`src/verilog/spo_consts.svh`:
```
// offsets, field positions, codes and reset values of the status pin output control
`ifndef SPO_CONSTS_SVH
`define SPO_CONSTS_SVH

`define SPO_ADDR_W 16
`define SPO_CTRL_ADDR 16'h0507
`define SPO_CTRL_RESET 4'h0
`define SPO_RDATA_RESET 8'h00
`define SPO_RSVD_READ 4'h0

`define SPO_B_DIV_BIT 0
`define SPO_A_DIV_BIT 1
`define SPO_A_EN_BIT 2
`define SPO_B_EN_BIT 3

`define SPO_NUM_DIRECT 22
`define SPO_NUM_SRC 24
`define SPO_SEL_REF_DIV2 6'h16
`define SPO_SEL_PFD_DIV2 6'h17
`define SPO_SEL_LAST 6'h17
`define SPO_SEL_DC_LAST 6'h0F

`endif

```
`src/verilog/spo_pkg.sv`:
```
// types shared by the status pin output control files
package spo_pkg;
  typedef logic [5:0] spo_sel_t;
  typedef logic [7:0] spo_byte_t;
  typedef logic [3:0] spo_ctrl_t;
  typedef logic [1:0] spo_div_cnt_t;
endpackage : spo_pkg

```
`src/verilog/spo_status_pin_ctrl.sv`:
```
// status pin output control register and the two monitor pin channels
//
// Notes on behaviour
// - code 010110 shows loop reference divided by two
// - code 010111 shows phase detector up, halved
// - bit 3 gates pin b, bit 2 pin a
// - bit 1 divides pin a by four
// - bit 0 divides pin b by four
// - bits 7 to 4 reserved, read zero
`timescale 1ns/1ps
`include "spo_consts.svh"

module spo_status_pin_ctrl
  import spo_pkg::*;
#(
  parameter int NUM_DIRECT = `SPO_NUM_DIRECT
)
(
  // clock and reset
  input wire logic ref_clk,
  input wire logic sys_rst,
  // register access from the serial control port
  input wire logic [`SPO_ADDR_W-1:0] reg_addr,
  input wire logic reg_wr,
  input wire spo_byte_t reg_wdata,
  input wire logic reg_rd,
  output spo_byte_t reg_rdata,
  output logic reg_rvalid,
  // select codes held in the neighbouring select registers
  input wire spo_sel_t sel_a,
  input wire spo_sel_t sel_b,
  // monitored signals, from other clock domains
  input wire logic [NUM_DIRECT-1:0] mon_src,
  input wire logic synth_loop_ref,
  input wire logic phase_detector_up,
  // status pins
  output logic monitor_pin_a,
  output logic monitor_pin_b
);

  ////////////////////////////////////////////////////////////////////////////
  // the two halved sources sit at fixed codes right after the direct ones
  if (NUM_DIRECT != `SPO_NUM_DIRECT)
  begin : g_chk
    $error("spo_status_pin_ctrl: NUM_DIRECT must leave codes 22 and 23 free");
  end

  ////////////////////////////////////////////////////////////////////////////
  // control register
  spo_ctrl_t ctrl_q;
  logic ctrl_hit;

  assign ctrl_hit = (reg_addr == `SPO_CTRL_ADDR);

  always_ff @(posedge ref_clk)
  begin
    if (sys_rst)
      ctrl_q <= `SPO_CTRL_RESET;
    else if (reg_wr && ctrl_hit)
      ctrl_q <= reg_wdata[3:0];
  end

  // unmapped addresses read zero; reserved nibble is never stored
  always_ff @(posedge ref_clk)
  begin
    if (sys_rst)
      reg_rdata <= `SPO_RDATA_RESET;
    else if (reg_rd)
    begin
      if (ctrl_hit)
        reg_rdata <= {`SPO_RSVD_READ, ctrl_q};
      else
        reg_rdata <= `SPO_RDATA_RESET;
    end
  end

  always_ff @(posedge ref_clk)
  begin
    if (sys_rst)
      reg_rvalid <= 1'b0;
    else
      reg_rvalid <= reg_rd;
  end

  ////////////////////////////////////////////////////////////////////////////
  // synchronisers; the first stage feeds only the second
  logic [NUM_DIRECT-1:0] mon_s1_q;
  logic [NUM_DIRECT-1:0] mon_s2_q;
  logic ref_s1_q;
  logic ref_s2_q;
  logic ref_s3_q;
  logic pfd_s1_q;
  logic pfd_s2_q;
  logic pfd_s3_q;

  always_ff @(posedge ref_clk)
  begin
    if (sys_rst)
    begin
      mon_s1_q <= '0;
      mon_s2_q <= '0;
    end
    else
    begin
      mon_s1_q <= mon_src;
      mon_s2_q <= mon_s1_q;
    end
  end

  always_ff @(posedge ref_clk)
  begin
    if (sys_rst)
    begin
      ref_s1_q <= 1'b0;
      ref_s2_q <= 1'b0;
      ref_s3_q <= 1'b0;
    end
    else
    begin
      ref_s1_q <= synth_loop_ref;
      ref_s2_q <= ref_s1_q;
      ref_s3_q <= ref_s2_q;
    end
  end

  always_ff @(posedge ref_clk)
  begin
    if (sys_rst)
    begin
      pfd_s1_q <= 1'b0;
      pfd_s2_q <= 1'b0;
      pfd_s3_q <= 1'b0;
    end
    else
    begin
      pfd_s1_q <= phase_detector_up;
      pfd_s2_q <= pfd_s1_q;
      pfd_s3_q <= pfd_s2_q;
    end
  end

  ////////////////////////////////////////////////////////////////////////////
  // halving stages; only signals below half of ref_clk survive sampling
  logic ref_div2_q;
  logic pfd_div2_q;

  always_ff @(posedge ref_clk)
  begin
    if (sys_rst)
      ref_div2_q <= 1'b0;
    else if (ref_s2_q && !ref_s3_q)
      ref_div2_q <= !ref_div2_q;
  end

  always_ff @(posedge ref_clk)
  begin
    if (sys_rst)
      pfd_div2_q <= 1'b0;
    else if (pfd_s2_q && !pfd_s3_q)
      pfd_div2_q <= !pfd_div2_q;
  end

  ////////////////////////////////////////////////////////////////////////////
  // channels
  logic [`SPO_NUM_SRC-1:0] src_vec;

  assign src_vec = {pfd_div2_q, ref_div2_q, mon_s2_q};

  spo_channel #(
    .NUM_SRC(`SPO_NUM_SRC)
  ) u_chan_a (
    .ref_clk(ref_clk),
    .sys_rst(sys_rst),
    .src(src_vec),
    .sel(sel_a),
    .out_en(ctrl_q[`SPO_A_EN_BIT]),
    .div_en(ctrl_q[`SPO_A_DIV_BIT]),
    .pin(monitor_pin_a)
  );

  spo_channel #(
    .NUM_SRC(`SPO_NUM_SRC)
  ) u_chan_b (
    .ref_clk(ref_clk),
    .sys_rst(sys_rst),
    .src(src_vec),
    .sel(sel_b),
    .out_en(ctrl_q[`SPO_B_EN_BIT]),
    .div_en(ctrl_q[`SPO_B_DIV_BIT]),
    .pin(monitor_pin_b)
  );
endmodule : spo_status_pin_ctrl

```
`src/verilog/spo_channel.sv`:
```
// one monitor channel: source select, divide-by-four stage and output gate
`timescale 1ns/1ps
`include "spo_consts.svh"

module spo_channel
  import spo_pkg::*;
#(
  parameter int NUM_SRC = `SPO_NUM_SRC
)
(
  // clock and reset
  input wire logic ref_clk,
  input wire logic sys_rst,
  // sources, already in this clock domain
  input wire logic [NUM_SRC-1:0] src,
  // settings
  input wire spo_sel_t sel,
  input wire logic out_en,
  input wire logic div_en,
  // pin
  output logic pin
);

  ////////////////////////////////////////////////////////////////////////////
  logic pick_q;
  logic pick_d;
  spo_div_cnt_t cnt_q;

  if (NUM_SRC != `SPO_NUM_SRC)
  begin : g_chk
    $error("spo_channel: NUM_SRC must match the select code space");
  end

  // reserved codes show a quiet low rather than an undefined source
  always_comb
  begin
    pick_d = 1'b0;
    if (sel <= `SPO_SEL_LAST)
    begin
      pick_d = src[sel[4:0]];
    end
  end

  always_ff @(posedge ref_clk)
  begin
    if (sys_rst)
      pick_q <= 1'b0;
    else
      pick_q <= pick_d;
  end

  ////////////////////////////////////////////////////////////////////////////
  // divide by four: counts rising edges, msb is the slowed copy
  logic pick_prev_q;

  always_ff @(posedge ref_clk)
  begin
    if (sys_rst)
      pick_prev_q <= 1'b0;
    else
      pick_prev_q <= pick_q;
  end

  always_ff @(posedge ref_clk)
  begin
    if (sys_rst)
      cnt_q <= 2'h0;
    else if (pick_q && !pick_prev_q)
      cnt_q <= cnt_q + 2'h1;
  end

  // gate last so a disabled pin never glitches with the divider
  always_ff @(posedge ref_clk)
  begin
    if (sys_rst)
      pin <= 1'b0;
    else if (!out_en)
      pin <= 1'b0;
    else if (div_en)
      pin <= cnt_q[1];
    else
      pin <= pick_q;
  end
endmodule : spo_channel

```
`config.mk`:
```
export PLATFORM = sky130hd
export DESIGN_NAME = spo_status_pin_ctrl
export DESIGN_NICKNAME = d
export VERILOG_FILES = /design/src/verilog/spo_pkg.sv /design/src/verilog/spo_status_pin_ctrl.sv /design/src/verilog/spo_channel.sv
export VERILOG_INCLUDE_DIRS = /design/src /design/src/verilog
export SDC_FILE = /design/constraint.sdc
export NUM_CORES = 1
export LEC_CHECK = 0
export BUFFER_PORTS_ARGS = -buffer_cell sky130_fd_sc_hd__buf_2
export CORE_MARGIN = 2
export CORE_UTILIZATION = 45
export CTS_CLUSTER_SIZE = 28
export DETAILED_ROUTE_END_ITERATION = 6
export PLACE_DENSITY_LB_ADDON = 0.2
export SETUP_SLACK_MARGIN = 0.4
export SKIP_CTS_REPAIR_TIMING = 1
export SKIP_LAST_GASP = 1
export SLEW_MARGIN = 10
export SYNTH_ARGS = -nofsm -noshare
export SYNTH_HDL_FRONTEND = slang
export SYNTH_SLANG_ARGS = --single-unit
```
`constraint.sdc`:
```
create_clock -name ref_clk -period 2.15 [get_ports ref_clk]
set_clock_uncertainty 0.1 [all_clocks]
set_input_delay 0.5375 -clock ref_clk [delete_from_list [all_inputs] [get_ports ref_clk]]
set_output_delay 0.5375 -clock ref_clk [all_outputs]
set_load 0.01 [all_outputs]
```
==> impl_results.md <==
- Nets: 366
- Sequential area share after synthesis: 54.5%
- Sequential Power Share: 52.4%
- Setup TNS: 0 ps
- Area of the core: 5540 µm²
- Post-route ant nets: 0
- I/O Pins: 75
- Clk pwr share: 40.5%
- Max cap viols: 0
- Worst path arrival time: 1670 ps
- Mapped cell area: 2610 µm²
- Largest cells by area after synthesis: dfxtp_1, nor2b_1, mux4_2
- Die area: 6420 µm²
- Post-synth EDFFs: 0
- Die Wd: 80.1 µm
- Port Buf Inserts: 66
- Initial antenna violation count: 0
- Minimum clock period after layout: 1560 ps
- Critical path class: in -> reg
- Async set or reset register ratio after synthesis: 0%
- Finished Layout Cells: 379
- Worst-Skew Late Latency: 330 ps
- CP required: 2260 ps
- Placed cell count: 363
- Yosys reg bits: 71
- Wire per inst: 11.5 µm
- Syn. warnings: 0
- Vias per cell: 4.76
- Number of diodes: 0
- First-pass GRT wire length: 7320 µm
- Mapped Cells: 237
- CP Capture Type: register
- CTS Buffer Depth: 2
- Final setup vio count: 0
- Combinational Power Share: 7.1%
- Worst VDD drop: 0.479 mV
- Count leader, synth: dfxtp_1
- Initial core utilization: 47.1%
- NetSw: 0.567 mW
- Crit start category: input port
- DRT Wirelength: 4350 µm
- Pint: 2.07 mW
- Global route overflow: 0
- Fraction of layout instances using a drive strength above 1: 30.3%
- Gpl congestion: 0.782
- Top FF cell, synth: dfxtp_1
- Post-DP HPWL: 3190 µm
- Num Clock Sinks: 71
- Final design utilization: 57.1%
- Rows: 27
- DRC errors left: 0
- Die Y-Extent: 80.1 µm
- Vias in the first global route: 1693
- P_leak: 1.31 nW
- Fin. Hold Viols: 0
- Tot Pwr: 2.64 mW
- Pre-antenna DRT Iters: 4
- Reg clk slew, reported paths: 70 ps
- TritonCTS buffer count: 9
- Largest net degree at the start of global routing: 51
- PwrDens: 834 nW/µm²
- GR Util All Layers: 15.2%
- Root Buffer Master: clkbuf_8
- Period utilization: 72.7%
- Worst min path class: in -> reg
- Slew Viols, Final: 0
- Netlist cell types: 32
- Leading area contributor after synthesis: dfxtp_1
- CTS tree: done
- H-tree depth: 3
- RSZ-0062 raised after global routing: no
- DRT iter0 DRCs: 68
- Fmax: 639 MHz
- Yosys top cell area share: 54.5%
- Hold WS: 303 ps
- Vias: 1804
- Worst Path Max Fanout: 7
- Area Growth Syn to Fin: 21.3%
- Post-synth top cells: dfxtp_1, nor2b_1, mux2i_1
- Synthesized area per cell: 11.0 µm²
- Status: complete, no violations
- Sw frac: 21.5%
stage by stage:
| stage | setup WS [ps] | area [µm²] |
|---|---|---|
| 3_5_place_dp | 222 | 2960 |
| 6_report | 586 | 3170 |
| 5_1_grt | 457 | 3170 |
| 2_1_floorplan | 420 | 2620 |
| 3_3_place_gp | 260 | 2960 |
| 4_1_cts | 581 | 3170 |
layout make-up:
| class | instances | area [µm²] |
|---|---|---|
| clock buffer | 12 | 155 |
| inverter | 3 | 11.3 |
| multi-input combinational | 149 | 1090 |
| fill | 508 | 2370 |
| clock inverter | 4 | 53.8 |
| timing repair buffer | 68 | 345 |
| sequential | 71 | 1420 |
| tap | 72 | 90.1 |
power groups by stage:
| stage | Sequential, mW | Combinational [mW] | Clock (mW) |
|---|---|---|---|
| after floorplan | 1.41 | 0.125 | 0 |
| after global placement | 1.41 | 0.187 | 0 |
| after detailed placement | 1.41 | 0.190 | 0 |
| after CTS | 1.38 | 0.190 | 1.11 |
| after global routing | 1.39 | 0.211 | 1.16 |
| final | 1.38 | 0.187 | 1.07 |
layer usage:
layer,up-vias,track usage [%],routed length (µm)
li1,920,-,-
met1,828,17.2,1880
met2,44,24.8,2090
met3,12,4.61,247
met4,0,9.66,128
met5,-,0,0
logic make-up (layout without fill, tap and decap cells):
kind of cell | count (synthesis) | after routing | synth area share [%]
AOI/OAI and AO/OA | 20 | 20 | 4.60
xor gates and xnor gates | 6 | 6 | 2.01
buffers and inverters | 20 | 87 | 3.93
DFF | 71 | 71 | 54.5
muxes | 20 | 20 | 11.8
other | 1 | 4 | 0.144
and+or+nand+nor | 99 | 99 | 23.0
flip-flops by register name (all words and copies together), names as in the netlist:
name	cells
ctrl_q	4
u_chan_b.cnt_q	2
u_chan_b.pin	1
u_chan_b.pick_prev_q	1
ref_div2_q	1
mon_s2_q	22
pfd_div2_q	1
pfd_s1_q	1
ref_s1_q	1
reg_rdata	4
reg_rvalid	1
mon_s1_q	22
pfd_s2_q	1
ref_s3_q	1
u_chan_a.cnt_q	2
ref_s2_q	1
u_chan_a.pick_prev_q	1
u_chan_a.pick_q	1
u_chan_a.pin	1
pfd_s3_q	1
u_chan_b.pick_q	1
worst paths after layout:
path | from | to | slack (ps) | cells after the start
setup / recovery | sel_a[0] | u_chan_a.pick_q | 590 | 5
hold / removal | mon_src[15] | mon_s1_q[15] | 300 | 2
setup reg to reg | mon_s2_q[15] | u_chan_a.pick_q | 700 | 4
hold reg to reg | ref_s1_q | ref_s2_q | 340 | 1
worst max-delay path, stage by stage:
cell and delay [ps]:
buf_2 180, mux4_2 510, mux2_2 270, nand2_1 70, o211ai_1 110
cell usage in the layout (no fill, tap or decap), types with 2 or more instances in the layout:
| cell | count |
|---|---|
| xor2_1 | 2 |
| a22oi_1 | 3 |
| a21oi_1 | 8 |
| nor4b_1 | 4 |
| o2111ai_1 | 2 |
| mux4_2 | 8 |
| nor3_1 | 2 |
| nand3_1 | 10 |
| nor2b_1 | 59 |
| inv_1 | 3 |
| xnor2_1 | 4 |
| clkbuf_8 | 11 |
| conb_1 | 4 |
| mux2i_1 | 11 |
| clkinvlp_4 | 2 |
| nor3b_1 | 2 |
| nand2b_1 | 5 |
| o211ai_1 | 2 |
| o21ai_0 | 5 |
| buf_2 | 66 |
| dfxtp_1 | 71 |
| buf_4 | 2 |
| nor2_1 | 8 |
| nand2_1 | 4 |
Note: power is estimated with default switching activity, not from simulation.
